[src/shared/ecs_consts.vh]
// Constants for the enclave segmentation and paging check block
`ifndef ECS_CONSTS_VH
`define ECS_CONSTS_VH
// Register byte offsets
`define ECS_REG_CTRL 8'h00
`define ECS_REG_BMAP_LO 8'h04
`define ECS_REG_BMAP_HI 8'h08
`define ECS_REG_CMD 8'h0C
`define ECS_REG_STATUS 8'h10
`define ECS_REG_OPND_LO 8'h14
`define ECS_REG_OPND_HI 8'h18
`define ECS_REG_DS_BASE 8'h1C
`define ECS_REG_LIN_LO 8'h20
`define ECS_REG_LIN_HI 8'h24
`define ECS_REG_FS_OFS 8'h28
`define ECS_REG_FS_LIMF 8'h2C
`define ECS_REG_GS_OFS 8'h30
`define ECS_REG_GS_LIMF 8'h34
`define ECS_REG_ENCL_BASE 8'h38
`define ECS_REG_FS_BASE 8'h3C
`define ECS_REG_FS_LIM 8'h40
`define ECS_REG_GS_BASE 8'h44
`define ECS_REG_GS_LIM 8'h48
`define ECS_REG_SEG_ATTR 8'h4C
// Control register bits
`define ECS_CTRL_FEAT_EN 0
`define ECS_CTRL_FEAT_LOCK 1
`define ECS_CTRL_PAGING 2
`define ECS_CTRL_GUEST 3
`define ECS_CTRL_SEXIT 4
`define ECS_CTRL_APICV 5
`define ECS_CTRL_WIDE 6
`define ECS_CTRL_W 7
`define ECS_CTRL_RST 7'h00
// Command word fields
`define ECS_CMD_LEAF 7:0
`define ECS_CMD_OP 10:8
`define ECS_CMD_OPSIZE 11
`define ECS_CMD_ADRSIZE 12
`define ECS_CMD_SEGOVR 13
`define ECS_CMD_CPL 15:14
`define ECS_CMD_CSMODE 17:16
`define ECS_CMD_DS_USABLE 18
`define ECS_CMD_DS_EXPDN 19
`define ECS_CMD_SUBSET_OK 20
`define ECS_CMD_GS_SEL 21
`define ECS_CMD_APIC_OVL 22
`define ECS_CMD_ACC 24:23
`define ECS_CMD_IN_RANGE 25
// Command operation kinds
`define ECS_OP_USER 3'h0
`define ECS_OP_SUPER 3'h1
`define ECS_OP_SEG_WRITE 3'h2
`define ECS_OP_BASE_WRITE 3'h3
`define ECS_OP_ASYNC_EXIT 3'h4
`define ECS_OP_ACCESS 3'h5
`define ECS_OP_FETCH 3'h6
// Memory access kinds
`define ECS_ACC_NONE 2'h0
`define ECS_ACC_IMPLICIT 2'h1
`define ECS_ACC_EXPLICIT 2'h2
`define ECS_ACC_NONENCL 2'h3
// Code segment modes
`define ECS_CS_16 2'h0
`define ECS_CS_32 2'h1
`define ECS_CS_64 2'h2
// Leaf numbers
`define ECS_LEAF_ENTER 8'h02
`define ECS_LEAF_RESUME 8'h03
`define ECS_LEAF_EXIT 8'h04
`define ECS_LEAF_DBG_RD 8'h04
`define ECS_LEAF_DBG_WR 8'h05
`define ECS_CPL_USER 2'h3
`define ECS_CPL_SUPER 2'h0
// Outcome codes
`define ECS_RES_OK 3'h0
`define ECS_RES_UD 3'h1
`define ECS_RES_GP 3'h2
`define ECS_RES_PF 3'h3
`define ECS_RES_VMX_LEAF 3'h4
`define ECS_RES_VMX_APIC 3'h5
`endif

[src/ecs_exit_bitmap.v]
// Supervisor leaf exiting bitmap lookup
`timescale 1ns/100ps
module ecs_exit_bitmap #(
    parameter LEAVES = 64
) (
    input wire [LEAVES-1:0] bitmap,
    input wire [7:0] leaf,
    input wire exit_ctrl,
    input wire guest,
    output wire vm_exit
);
    wire [LEAVES-1:0] hit;
    genvar i;
    generate
        for (i = 0; i < LEAVES; i = i + 1) begin : g_bit
            localparam [7:0] IDX = i;
            assign hit[i] = bitmap[i] & (leaf == IDX);
        end
    endgenerate
    // Leaf numbers beyond the bitmap never exit
    assign vm_exit = guest & exit_ctrl & (|hit);
endmodule // ecs_exit_bitmap

[src/ecs_save_slot.v]
// Hidden save slot for segment register state
`timescale 1ns/100ps
module ecs_save_slot #(
    parameter W = 64
) (
    input wire clk,
    input wire rst_n,
    input wire save,
    input wire [W-1:0] din,
    output reg [W-1:0] dout
);
    always @(posedge clk or negedge rst_n) begin
        if (!rst_n) begin
            dout <= {W{1'b0}};
        end else if (save) begin
            dout <= din;
        end
    end
endmodule // ecs_save_slot

[src/ecs_top.v]
// Enclave segmentation, paging and virtualization check unit
//
// Design decisions made here: the Avalon-MM interface to the registers and the register offsets.
`timescale 1ns/100ps
`include "ecs_consts.vh"
module ecs_top #(
    parameter LEAVES = 64
) (
    input wire REF_CLK,
    input wire RESET_N,
    input wire [7:0] AVS_ADDRESS,
    input wire AVS_READ,
    input wire AVS_WRITE,
    input wire [31:0] AVS_WRITEDATA,
    output reg [31:0] AVS_READDATA,
    output reg AVS_WAITREQUEST,
    output reg EVENT_VALID,
    output reg [2:0] EVENT_CODE,
    output reg IN_ENCLAVE,
    output reg ADDR_WIDE,
    output reg PAGE_CHECK,
    output reg AD_UPDATE_OK
);
    ////////////////////////////////////////////////////////////////////////////
    // Reset release
    reg rst_meta;
    reg rst_n;
    always @(posedge REF_CLK or negedge RESET_N) begin
        if (!RESET_N) begin
            rst_meta <= 1'b0;
            rst_n <= 1'b0;
        end else begin
            rst_meta <= 1'b1;
            rst_n <= rst_meta;
        end
    end

    ////////////////////////////////////////////////////////////////////////////
    // Bus handshake: one wait cycle per access
    wire req = AVS_READ | AVS_WRITE;
    wire wr_commit = AVS_WRITE & ~AVS_WAITREQUEST;
    wire rd_load = AVS_READ & AVS_WAITREQUEST;
    wire wr_cmd = wr_commit & (AVS_ADDRESS == `ECS_REG_CMD);

    reg [`ECS_CTRL_W-1:0] ctrl;
    reg [LEAVES-1:0] bmap;
    reg [63:0] opnd;
    reg [31:0] ds_base;
    reg [63:0] lin;
    reg [31:0] fs_ofs;
    reg [31:0] fs_limf;
    reg [31:0] gs_ofs;
    reg [31:0] gs_limf;
    reg [31:0] encl_base;
    reg [31:0] fs_base;
    reg [31:0] fs_lim;
    reg [31:0] gs_base;
    reg [31:0] gs_lim;
    reg [31:0] seg_attr;
    reg [2:0] last_res;
    reg in_encl;
    reg [31:0] next_rdata;

    ////////////////////////////////////////////////////////////////////////////
    // Command decode
    wire [7:0] c_leaf = AVS_WRITEDATA[`ECS_CMD_LEAF];
    wire [2:0] c_op = AVS_WRITEDATA[`ECS_CMD_OP];
    wire [1:0] c_cpl = AVS_WRITEDATA[`ECS_CMD_CPL];
    wire [1:0] c_mode = AVS_WRITEDATA[`ECS_CMD_CSMODE];
    wire [1:0] c_acc = AVS_WRITEDATA[`ECS_CMD_ACC];
    wire c_apic = AVS_WRITEDATA[`ECS_CMD_APIC_OVL];
    wire c_super = (c_op == `ECS_OP_SUPER);
    wire c_insn = (c_op == `ECS_OP_USER) | c_super;
    wire c_wide = (c_mode == `ECS_CS_64);
    wire feat_ok = ctrl[`ECS_CTRL_FEAT_EN] & ctrl[`ECS_CTRL_FEAT_LOCK];
    wire paging = ctrl[`ECS_CTRL_PAGING];
    wire apicv = ctrl[`ECS_CTRL_APICV] & ctrl[`ECS_CTRL_GUEST];
    wire wide_attr = ctrl[`ECS_CTRL_WIDE];
    wire is_dbg = c_super & ((c_leaf == `ECS_LEAF_DBG_RD) | (c_leaf == `ECS_LEAF_DBG_WR));
    wire is_enter = ~c_super & (c_leaf == `ECS_LEAF_ENTER);
    wire is_resume = ~c_super & (c_leaf == `ECS_LEAF_RESUME);
    wire is_exit = ~c_super & (c_leaf == `ECS_LEAF_EXIT);
    wire is_entry = is_enter | is_resume;
    wire bmap_exit;

    ecs_exit_bitmap #(
        .LEAVES(LEAVES)
    ) u_bitmap (
        .bitmap(bmap),
        .leaf(c_leaf),
        .exit_ctrl(ctrl[`ECS_CTRL_SEXIT]),
        .guest(ctrl[`ECS_CTRL_GUEST]),
        .vm_exit(bmap_exit)
    );

    // Entry consistency: subset, code mode, privilege, not nested
    wire entry_bad = ~AVS_WRITEDATA[`ECS_CMD_SUBSET_OK] |
        (c_wide != wide_attr) | (c_cpl != `ECS_CPL_USER) | in_encl;

    // Outcome of APIC-access page overlap for a data access
    reg [2:0] apic_res;
    always @* begin
        apic_res = `ECS_RES_OK;
        if (apicv & c_apic) begin
            case (c_acc)
                `ECS_ACC_EXPLICIT: apic_res = `ECS_RES_PF;
                `ECS_ACC_NONENCL: apic_res = `ECS_RES_VMX_APIC;
                default: apic_res = `ECS_RES_OK;
            endcase
        end
    end

    // Single outcome in fixed priority
    reg [2:0] res;
    always @* begin
        res = `ECS_RES_OK;
        case (c_op)
            `ECS_OP_USER, `ECS_OP_SUPER: begin
                if (!feat_ok) begin
                    res = `ECS_RES_UD;
                end else if (AVS_WRITEDATA[`ECS_CMD_OPSIZE]) begin
                    res = `ECS_RES_UD;
                end else if (!paging && !is_dbg) begin
                    res = `ECS_RES_UD;
                end else if (c_super && (c_cpl != `ECS_CPL_SUPER)) begin
                    res = `ECS_RES_GP;
                end else if (c_super && bmap_exit) begin
                    res = `ECS_RES_VMX_LEAF;
                end else if (!AVS_WRITEDATA[`ECS_CMD_DS_USABLE]
                        || AVS_WRITEDATA[`ECS_CMD_DS_EXPDN]) begin
                    res = `ECS_RES_GP;
                end else if (is_entry && entry_bad) begin
                    res = `ECS_RES_GP;
                end else if (is_exit && !in_encl) begin
                    res = `ECS_RES_GP;
                end else begin
                    res = apic_res;
                end
            end
            `ECS_OP_SEG_WRITE: res = in_encl ? `ECS_RES_UD : `ECS_RES_OK;
            `ECS_OP_BASE_WRITE: begin
                res = (in_encl && !wide_attr) ? `ECS_RES_UD : `ECS_RES_OK;
            end
            `ECS_OP_ACCESS: res = apic_res;
            `ECS_OP_FETCH: begin
                if (in_encl && !AVS_WRITEDATA[`ECS_CMD_IN_RANGE]) begin
                    res = `ECS_RES_GP;
                end
            end
            default: begin
                res = `ECS_RES_OK;
            end
        endcase
    end

    wire ok = (res == `ECS_RES_OK);
    wire do_enter = wr_cmd & ok & (c_op == `ECS_OP_USER) & is_enter;
    wire do_resume = wr_cmd & ok & (c_op == `ECS_OP_USER) & is_resume;
    wire do_exit = wr_cmd & ok & (c_op == `ECS_OP_USER) & is_exit;
    wire do_aex = wr_cmd & (c_op == `ECS_OP_ASYNC_EXIT) & in_encl;
    wire do_bwr = wr_cmd & ok & (c_op == `ECS_OP_BASE_WRITE);

    ////////////////////////////////////////////////////////////////////////////
    // Saved segment state: host copy and state save frame copy
    wire [159:0] host_saved;
    wire [63:0] frame_saved;

    ecs_save_slot #(
        .W(160)
    ) u_host_slot (
        .clk(REF_CLK),
        .rst_n(rst_n),
        .save(do_enter | do_resume),
        .din({seg_attr, gs_lim, gs_base, fs_lim, fs_base}),
        .dout(host_saved)
    );

    ecs_save_slot #(
        .W(64)
    ) u_frame_slot (
        .clk(REF_CLK),
        .rst_n(rst_n),
        .save(do_aex),
        .din({gs_base, fs_base}),
        .dout(frame_saved)
    );

    ////////////////////////////////////////////////////////////////////////////
    // Linear address: always data segment, width from mode only
    wire [63:0] eff_ofs = c_wide ? opnd : {32'h0000_0000, opnd[31:0]};
    wire [63:0] sum = {32'h0000_0000, ds_base} + eff_ofs;
    wire [63:0] next_lin = c_wide ? sum : {32'h0000_0000, sum[31:0]};

    ////////////////////////////////////////////////////////////////////////////
    // Register file and segment state
    wire seg_sw = wr_commit & ~in_encl;
    always @(posedge REF_CLK or negedge rst_n) begin
        if (!rst_n) begin
            ctrl <= `ECS_CTRL_RST;
            bmap <= {LEAVES{1'b0}};
            opnd <= 64'h0000_0000_0000_0000;
            ds_base <= 32'h0000_0000;
            lin <= 64'h0000_0000_0000_0000;
            fs_ofs <= 32'h0000_0000;
            fs_limf <= 32'h0000_0000;
            gs_ofs <= 32'h0000_0000;
            gs_limf <= 32'h0000_0000;
            encl_base <= 32'h0000_0000;
            fs_base <= 32'h0000_0000;
            fs_lim <= 32'h0000_0000;
            gs_base <= 32'h0000_0000;
            gs_lim <= 32'h0000_0000;
            seg_attr <= 32'h0000_0000;
            last_res <= `ECS_RES_OK;
            in_encl <= 1'b0;
        end else begin
            if (wr_commit) begin
                case (AVS_ADDRESS)
                    `ECS_REG_CTRL: ctrl <= AVS_WRITEDATA[`ECS_CTRL_W-1:0];
                    `ECS_REG_BMAP_LO: bmap[31:0] <= AVS_WRITEDATA;
                    `ECS_REG_BMAP_HI: bmap[63:32] <= AVS_WRITEDATA;
                    `ECS_REG_OPND_LO: opnd[31:0] <= AVS_WRITEDATA;
                    `ECS_REG_OPND_HI: opnd[63:32] <= AVS_WRITEDATA;
                    `ECS_REG_DS_BASE: ds_base <= AVS_WRITEDATA;
                    `ECS_REG_FS_OFS: fs_ofs <= AVS_WRITEDATA;
                    `ECS_REG_FS_LIMF: fs_limf <= AVS_WRITEDATA;
                    `ECS_REG_GS_OFS: gs_ofs <= AVS_WRITEDATA;
                    `ECS_REG_GS_LIMF: gs_limf <= AVS_WRITEDATA;
                    `ECS_REG_ENCL_BASE: encl_base <= AVS_WRITEDATA;
                    default: begin
                    end
                endcase
            end
            if (wr_cmd) begin
                last_res <= res;
                if (c_insn) begin
                    lin <= next_lin;
                end
            end
            // Live segment state; register writes only outside the enclave
            if (do_enter) begin
                fs_base <= fs_ofs + encl_base;
                fs_lim <= fs_limf;
                gs_base <= gs_ofs + encl_base;
                gs_lim <= gs_limf;
                in_encl <= 1'b1;
            end else if (do_resume) begin
                fs_base <= frame_saved[31:0];
                fs_lim <= fs_limf;
                gs_base <= frame_saved[63:32];
                gs_lim <= gs_limf;
                in_encl <= 1'b1;
            end else if (do_exit || do_aex) begin
                fs_base <= host_saved[31:0];
                fs_lim <= host_saved[63:32];
                gs_base <= host_saved[95:64];
                gs_lim <= host_saved[127:96];
                seg_attr <= host_saved[159:128];
                in_encl <= 1'b0;
            end else if (do_bwr) begin
                if (AVS_WRITEDATA[`ECS_CMD_GS_SEL]) begin
                    gs_base <= opnd[31:0];
                end else begin
                    fs_base <= opnd[31:0];
                end
            end else if (seg_sw) begin
                case (AVS_ADDRESS)
                    `ECS_REG_FS_BASE: fs_base <= AVS_WRITEDATA;
                    `ECS_REG_FS_LIM: fs_lim <= AVS_WRITEDATA;
                    `ECS_REG_GS_BASE: gs_base <= AVS_WRITEDATA;
                    `ECS_REG_GS_LIM: gs_lim <= AVS_WRITEDATA;
                    `ECS_REG_SEG_ATTR: seg_attr <= AVS_WRITEDATA;
                    default: begin
                    end
                endcase
            end
        end
    end

    ////////////////////////////////////////////////////////////////////////////
    // Read mux, unmapped reads return zero
    always @* begin
        next_rdata = 32'h0000_0000;
        case (AVS_ADDRESS)
            `ECS_REG_CTRL: next_rdata = {25'h0, ctrl};
            `ECS_REG_BMAP_LO: next_rdata = bmap[31:0];
            `ECS_REG_BMAP_HI: next_rdata = bmap[63:32];
            `ECS_REG_STATUS: next_rdata = {26'h0, ADDR_WIDE, in_encl, 1'b0, last_res};
            `ECS_REG_OPND_LO: next_rdata = opnd[31:0];
            `ECS_REG_OPND_HI: next_rdata = opnd[63:32];
            `ECS_REG_DS_BASE: next_rdata = ds_base;
            `ECS_REG_LIN_LO: next_rdata = lin[31:0];
            `ECS_REG_LIN_HI: next_rdata = lin[63:32];
            `ECS_REG_FS_OFS: next_rdata = fs_ofs;
            `ECS_REG_FS_LIMF: next_rdata = fs_limf;
            `ECS_REG_GS_OFS: next_rdata = gs_ofs;
            `ECS_REG_GS_LIMF: next_rdata = gs_limf;
            `ECS_REG_ENCL_BASE: next_rdata = encl_base;
            `ECS_REG_FS_BASE: next_rdata = fs_base;
            `ECS_REG_FS_LIM: next_rdata = fs_lim;
            `ECS_REG_GS_BASE: next_rdata = gs_base;
            `ECS_REG_GS_LIM: next_rdata = gs_lim;
            `ECS_REG_SEG_ATTR: next_rdata = seg_attr;
            default: next_rdata = 32'h0000_0000;
        endcase
    end

    ////////////////////////////////////////////////////////////////////////////
    // Bus outputs and event outputs
    always @(posedge REF_CLK or negedge rst_n) begin
        if (!rst_n) begin
            AVS_WAITREQUEST <= 1'b1;
            AVS_READDATA <= 32'h0000_0000;
            EVENT_VALID <= 1'b0;
            EVENT_CODE <= `ECS_RES_OK;
            IN_ENCLAVE <= 1'b0;
            ADDR_WIDE <= 1'b0;
            PAGE_CHECK <= 1'b0;
            AD_UPDATE_OK <= 1'b0;
        end else begin
            AVS_WAITREQUEST <= ~(req & AVS_WAITREQUEST);
            if (rd_load) begin
                AVS_READDATA <= next_rdata;
            end
            EVENT_VALID <= wr_cmd;
            if (wr_cmd) begin
                EVENT_CODE <= res;
                ADDR_WIDE <= c_wide;
            end
            IN_ENCLAVE <= (do_enter | do_resume) ? 1'b1 :
                ((do_exit | do_aex) ? 1'b0 : IN_ENCLAVE);
            // Operand addresses go to the page walker when paging is on
            PAGE_CHECK <= wr_cmd & c_insn & paging & feat_ok
                & ~AVS_WRITEDATA[`ECS_CMD_OPSIZE];
            // Non-faulting protected accesses may mark accessed/dirty
            AD_UPDATE_OK <= wr_cmd & paging & ((c_acc == `ECS_ACC_IMPLICIT)
                | ((c_acc == `ECS_ACC_EXPLICIT) & ~(apicv & c_apic)));
        end
    end
endmodule // ecs_top

[config.mk]
export PLATFORM = sky130hd
export DESIGN_NAME = ecs_top
export DESIGN_NICKNAME = d
export VERILOG_FILES = /design/src/ecs_exit_bitmap.v /design/src/ecs_save_slot.v /design/src/ecs_top.v
export VERILOG_INCLUDE_DIRS = /design/src /design/src/shared
export SDC_FILE = /design/constraint.sdc
export NUM_CORES = 2
export LEC_CHECK = 0
export BUFFER_PORTS_ARGS = -buffer_cell sky130_fd_sc_hd__buf_2
export CORE_MARGIN = 4
export CORE_UTILIZATION = 55
export DETAILED_ROUTE_END_ITERATION = 10
export HOLD_SLACK_MARGIN = 0.05
export PLACE_DENSITY = 0.71
export SYNTH_ARGS = -nofsm -noshare
export SYNTH_HDL_FRONTEND = slang
export SYNTH_SLANG_ARGS = --single-unit
export TNS_END_PERCENT = 5
[constraint.sdc]
create_clock -name REF_CLK -period 36.6 [get_ports REF_CLK]
set_input_delay 3.66 -clock REF_CLK [delete_from_list [all_inputs] [get_ports REF_CLK]]
set_output_delay 3.66 -clock REF_CLK [all_outputs]
set_load 0.02 [all_outputs]
Word level (Yosys, flattened, before mapping)
Index checks and enable logic that the tools add are counted.
{ "word_totals": {"ff_bits": 819, "latch_bits": 0, "mem_bits_rw": 0, "romBits": 0, "inputBits": 44, "out_inout_bits": 41, "wordCells": 344, "n_memories": 0} }
{ "classes": {"add_sub_neg": 3, "mul": 0, "div_mod_pow": 0, "magnitude_cmp": 0, "n_eq_ne": 98, "shifts": 0, "mux": 52, "bitwise": 112, "reduce_logical": 49} }
{ "op_table": {"columns": ["op", "n"], "rows": [
  ["2-to-1 mux 32 bit", 30],
  ["case mux 32 bit (19 select lines)", 1],
  ["equality test 8 x 6 -> 1 bit, second input constant", 40],
  ["equality test 8 x 5 -> 1 bit, second input constant", 20],
  ["2-to-1 mux 64 bit", 2],
  ["AND 1 bit", 93],
  ["equality test 8 x 4 -> 1 bit, second input constant", 10],
  ["adder 32 bit", 2],
  ["adder 32 x 64 -> 64 bit", 1],
  ["OR reduction 64 bit", 1],
  ["equality test 8 x 3 -> 1 bit, second input constant", 5],
  ["equality test 8 x 7 -> 1 bit, second input constant", 4],
  ["2-to-1 mux 3 bit", 9],
  ["AND reduction 2 bit", 12],
  ["equality test 8 x 2 -> 1 bit, second input constant", 2],
  ["logical NOT 8 bit", 2],
  ["case mux 3 bit (5 select lines)", 1],
  ["nonzero test 5 bit", 3],
  ["AND reduction 3 bit", 4],
  ["nonzero test 4 bit", 3],
  ["!= test 5 x 4 -> 1 bit, second input constant", 2],
  ["OR 1 bit", 10],
  ["equality test 3 bit, second input constant", 3],
  ["NOT 1 bit", 9],
  ["other kinds (20)", 45]
]} }

Depth between registers and ports, before layout
{ "logic_depth": {"ltp_word": 22, "depth_mapped": 19, "depth_no_buf": 15} }

Hierarchy
A second synthesis with hierarchy kept.
{ "hier_totals": {"cells_unflattened": 4060, "area_unflattened_um2": 43215.2} }
{ "modules_own_cells": {"columns": ["module", "instances", "cells_each", "area_each_um2", "seq_area_each_um2"], "rows": [
  ["ecs_top", 1, 3474, 33403.3, 14865.5],
  ["ecs_save_slot (u_host_slot)", 1, 338, 6346.1, 4003.8],
  ["ecs_save_slot (u_frame_slot)", 1, 135, 2678.8, 1601.5],
  ["ecs_exit_bitmap", 1, 113, 787.0, 0.0]
]} }

Least setup slack after synthesis
Ideal clock, no wire load.
{ "synth_timing": {"path_type": "input to register", "from": "in AVS_WRITEDATA[3]", "to": "reg gs_base[31]", "setup_ps": 125, "arrival_ps": 6403, "t_required_ps": 36475, "path_slack_ps": 30072, "cell_stages": 15, "path_buffers": 4, "cell_sequence": "buf_6 -> buf_2 -> a41oi_1 -> o2111ai_1 -> or4_1 -> nand4_1 -> nand2_1 -> a21bo_1 -> buf_6 -> or4_1 -> buf_2 -> nand2_4 -> o21ai_1 -> a2bb2oi_1 -> mux2_2"} }
{ "synth_via": {"elab_chain_len": 20, "word_cells_on_any_way": 166, "cone_classes": "eq/ne: 64; mux: 13; bitwise: 77; reduce/logical: 12"} }
{ "synth_rtl": {"columns": ["item", "line_no", "rtl"], "rows": [
  ["from (decl)", "ecs_top.v:14", "input wire [31:0] AVS_WRITEDATA,"],
  ["parallel branches: the longest is 20 deep, another holds OR reduction 64 bit", null, null],
  ["to (signal assigned)", "ecs_top.v:244", "gs_base <= gs_ofs + encl_base;"],
  ["to (signal assigned)", "ecs_top.v:250", "gs_base <= frame_saved[63:32];"],
  ["to (signal assigned)", "ecs_top.v:256", "gs_base <= host_saved[95:64];"],
  ["to (decl)", "ecs_top.v:57", "reg [31:0] gs_base;"]
]} }
Parallel ways; which one is timed is not known.
A chain may end at the register's enable or synchronous reset.

Worst setup path in the final report
{ "layout_timing": {"from": "in AVS_WRITEDATA[2]", "to": "reg fs_base[6]"} }
{ "layout_via": {"elab_chain_len": 20, "word_cells_on_any_way": 166, "cone_classes": "eq/ne: 64; mux: 13; bitwise: 77; reduce/logical: 12"} }
{ "layout_rtl": {"columns": ["item", "line_no", "rtl"], "rows": [
  ["parallel branches: the longest is 20 deep, another holds OR reduction 64 bit", null, null],
  ["to (signal assigned)", "ecs_top.v:242", "fs_base <= fs_ofs + encl_base;"],
  ["to (signal assigned)", "ecs_top.v:248", "fs_base <= frame_saved[31:0];"],
  ["to (signal assigned)", "ecs_top.v:254", "fs_base <= host_saved[31:0];"],
  ["to (decl)", "ecs_top.v:55", "reg [31:0] fs_base;"]
]} }
Parallel ways; which one is timed is not known.

==> run summary <==
Traced cell by cell, the critical path runs through buf_2, nor2b_1, a41oi_1, o2111ai_1, or4_1, nand4_1, nand2_1, a21bo_1, o31ai_4, buf_4, buf_4, o21ai_0, a221oi_1, o21ai_1. In the synthesized netlist, mux cells make up 9.02% of the area. The main flop type after synthesis is dfrtp_1. The top achievable clock speed was 0.117 GHz. The die covers 0.0805 sq mm. Relative to the synthesized area, the layout overhead comes to 10.1%. In this run, the clock network consumes 47.3% of the power. VDD sags by at most 0.0412 mV. In the final layout, the multi-input gates occupy 0.0201 sq mm.

The run gives 36600 as the total vias in the final route. The number of endpoints with negative hold slack in the final report is 0, and the post-synthesis share of cell area spent on xor and xnor gates is 2.43%. The cell with the biggest individual delay on the critical path is buf_4. The first global-routing pass estimated 238000 um of wire. After Yosys synthesis, and, or, nand and nor cells account for 14.6% of the synthesized area.

The detail route stage leaves a number of antenna-violating nets equal to 0. The tools report the worst clock skew as 0.0271 ns. The run gives 105000 um as the HPWL after detailed placement. The count of endpoints failing setup in the final report was 0. After detailed routing, the average wire length per cell comes to 30.7 um. The tools report the net switching power as 0.480 mW. The run finished with clean final reports. The fraction of power spent switching nets came out at 24.4%.

The tools report the unique cell type count in the Yosys netlist as 98. The data arrival time of the worst path was 9.04 ns. Clock-pin slew was measured on the worst setup and hold paths at 0.06 ns. The total detailed-routing wirelength was 163000 um; the cell area after synthesis was 0.0418 sq mm.

The kind of cell with the highest combined delay along the critical path is buffers and inverters. In the routed layout, each cell is associated on average with a via count of 6.90. The tools report the synthesized instance count as 4307. The biggest area contributor in the post-synthesis netlist is dfrtp_1.

The layout has 6173 filler cells. Counting along the longest clock path gives a buffer depth of 3. During synthesis, Yosys emitted a total of 0 warnings.

After synthesis, the most frequently instantiated cells are nand2_1, dfrtp_1, mux2_2, o21ai_0. Along the worst path, the maximum fanout reaches 78. The synthesized netlist devotes 18.4% of its cell area to compound gates. In this run the static leakage power is 22.4 nW.

After layout, the minimum clock period comes to 8.52 ns. For the post-route core utilization, the log shows 61.5%. The finished layout holds 5307 standard cells, fillers aside. The proportion of power drawn by combinational gates is 4.8%.

The tools report the area taken by flip-flops and latches as 0.0205 sq mm. The worst setup path is captured at a flip-flop. Among all cell types in the netlist, the one instantiated most often is nand2_1. Sorting the synthesized cells by area gives the leading types as dfrtp_1, nand2_1, mux2_2. When the netlist entered floorplanning its net count stood at 4448. Sequential power share: 48.0%. Setup repair after global routing left no endpoint under its margin. TritonCTS built the clock tree. For this run, the slowest stage of the critical path takes 0.86 ns. The setup slack after layout is 28.08 ns.

OpenSTA, run right after detailed placement, puts the worst setup slack at 27.57 ns. The total area inside the core boundary comes to 0.0749 sq mm. At the worst endpoint, the required time is 37.12 ns.

For this run, the register share of the synthesized area comes to 48.9%. The buffer and inverter count on the worst path is 3, and the post-CTS setup-driven buffer insertion count is 0. For this run, the post-layout net count is 4398. For this run, asynchronously set or reset flops after synthesis account for 100%.

The clock net in this run drives a total of 818 sinks. The TritonCTS buffer count was 88; the final design instance area without fill was 0.0461 sq mm. The internal power was 1.49 mW. The count of input and output buffers works out to 84. The final critical path takes up 23.3% of the cycle.

The pre-antenna-repair detailed-routing pass consisted of 9 iterations. After floorplanning, the core was divided into 100 placement rows. The dominant combinational cell family by area after synthesis was compound AO/OA/AOI/OAI gates. Clock latency on the worst-skew pair, taken at its later pin, is 0.66 ns. The congestion estimate from routability-driven global placement came to 1.00.

The global routing usage summed across all routing layers came out at 39.6%. The min-delay analysis places its worst path in the category flip-flop to flip-flop. Measured against its own limit, the worst slew margin works out to 18.7%. In this run the power density over the cells is 42.8 mW/mm^2.

The run gives 0 as the remaining global-route overflow. The via count of the first global-routing pass was 35100. The post-synthesis sequential element count was 818.

Across the run, the number of max-cap violations was 0. The pin count of the biggest net entering global routing was 181; the number of pins with negative max-slew slack in the final report was 0. The critical path class is input port to flip-flop. The top cell type by area accounts for 48.9% of the synthesized area. For the pin with the worst max-slew slack, the measured transition is 1.22 ns. The number of ports placed on the die boundary was 85; the height of the die was 284 um. The number of buffers inserted for hold repair after clock tree synthesis came out at 0. STA classifies the critical path startpoint as an input port. The fraction of the mapped netlist area in adder cells came out at 2.98%. After clock tree synthesis, the repair step resized 0 gates. The cell type with the highest occurrence count on the critical path is buf_4. The mean area per synthesized cell was 9.71 sq um; the width of the die was 284 um. For this configuration, the core starts out at a cell density of 55.8%. The H-tree depth is 3, and the summed negative setup slack over all endpoints is 0 ns. Summing all placed instances gives a cell area of 0.0430 sq mm. The number of placed instances, taps included, is 5136. After the first detailed-routing iteration, the DRC count stood at 5465.

The number of antenna violations at the first check in global routing was 9; the share of post-route cells with drive strength above 1 was 15.7%. The clock root buffer master was clkbuf_16. The number of flops mapped to enable cells by yosys came out at 0. The detailed-route DRC error count is 0.
[placed cells by master (no fill, tap or decap), types with 74 or more instances in the layout]
| master | n |
|---|---|
| nor2_1 | 165 |
| mux2_2 | 302 |
| a21oi_1 | 205 |
| dfrtp_1 | 816 |
| a22oi_1 | 190 |
| clkbuf_16 | 89 |
| nand2_1 | 928 |
| o21ai_0 | 293 |
| ha_1 | 94 |
| buf_2 | 84 |
| buf_4 | 74 |
| xnor2_1 | 78 |
[flip-flops by register name, summed over array words and instances, names as in the netlist, 64 cells and up]
| signal | count |
|---|---|
| lin | 64 |
| bmap | 64 |
| u_host_slot.dout | 160 |
| u_frame_slot.dout | 64 |
| opnd | 64 |
[layout make-up]
| cell class | count | area share, % |
|---|---|---|
| clock inverter | 34 | 0.883 |
| inverter | 48 | 0.391 |
| multi-input combinational | 3139 | 43.7 |
| tap | 969 | 2.63 |
| timing repair buffer | 162 | 2.29 |
| clock buffer | 129 | 5.62 |
| sequential | 818 | 44.5 |
| antenna | 8 | 0.0435 |
[stage by stage]
stage / power [mW] / hold WS [ns]
CTS: 1.97 / 0.353
global route: 2.02 / 0.365
floorplan: 1.01 / 0.331
finish: 1.97 / 0.349
global placement: 1.05 / 0.341
detailed placement: 1.05 / 0.342
[per-layer routing]
metal	up-vias	global-route usage, %	share of wire (%)	wire [um]
met5	-	0.179	0.015	24
met4	4	22.1	6.8	11100
met3	649	13.1	14	23100
met2	2625	55.5	41	66600
met1	18000	54.3	38	62400
li1	15400	-	-	-
[cells by family after synthesis]
group	Yosys count
fa+ha+maj	98
simple gates	1421
xor+xnor	116
buf+inv	350
compound gates	1164
other cells	1
mux	339
flops	818
[path summary, 6_finish.rpt]
| kind | startpoint | depth (start not counted) | slack [ns] | endpoint |
|---|---|---|---|---|
| worst max-delay path | AVS_WRITEDATA[2] | 14 | 28.08 | fs_base[6]$_DFFE_PN0P_ |
| worst min-delay path | rst_meta$_DFF_PN0_ | 0 | 0.35 | rst_n$_DFF_PN0_ |
| worst max register to register | ds_base[1]$_DFFE_PN0P_ | 17 | 31.43 | lin[55]$_DFFE_PN0P_ |
| worst min register to register | rst_meta$_DFF_PN0_ | 0 | 0.35 | rst_n$_DFF_PN0_ |
| max in group asynchronous | rst_n$_DFF_PN0_ | 3 | 33.07 | u_frame_slot.dout[20]$_DFFE_PN0P_ |
| min in group asynchronous | rst_n$_DFF_PN0_ | 0 | 0.39 | u_host_slot.dout[100]$_DFFE_PN0P_ |
[power groups by stage]
stage                     clock (mW)  sequential, mW  combinational (mW)
after floorplan                    0           0.964              0.0510
after global placement             0           0.961              0.0917
after detailed placement           0           0.961              0.0927
after CTS                      0.932           0.945              0.0934
after global routing           0.970           0.947               0.103
final                          0.932           0.946              0.0945
No activity file was read; power rests on OpenSTA's default activity.
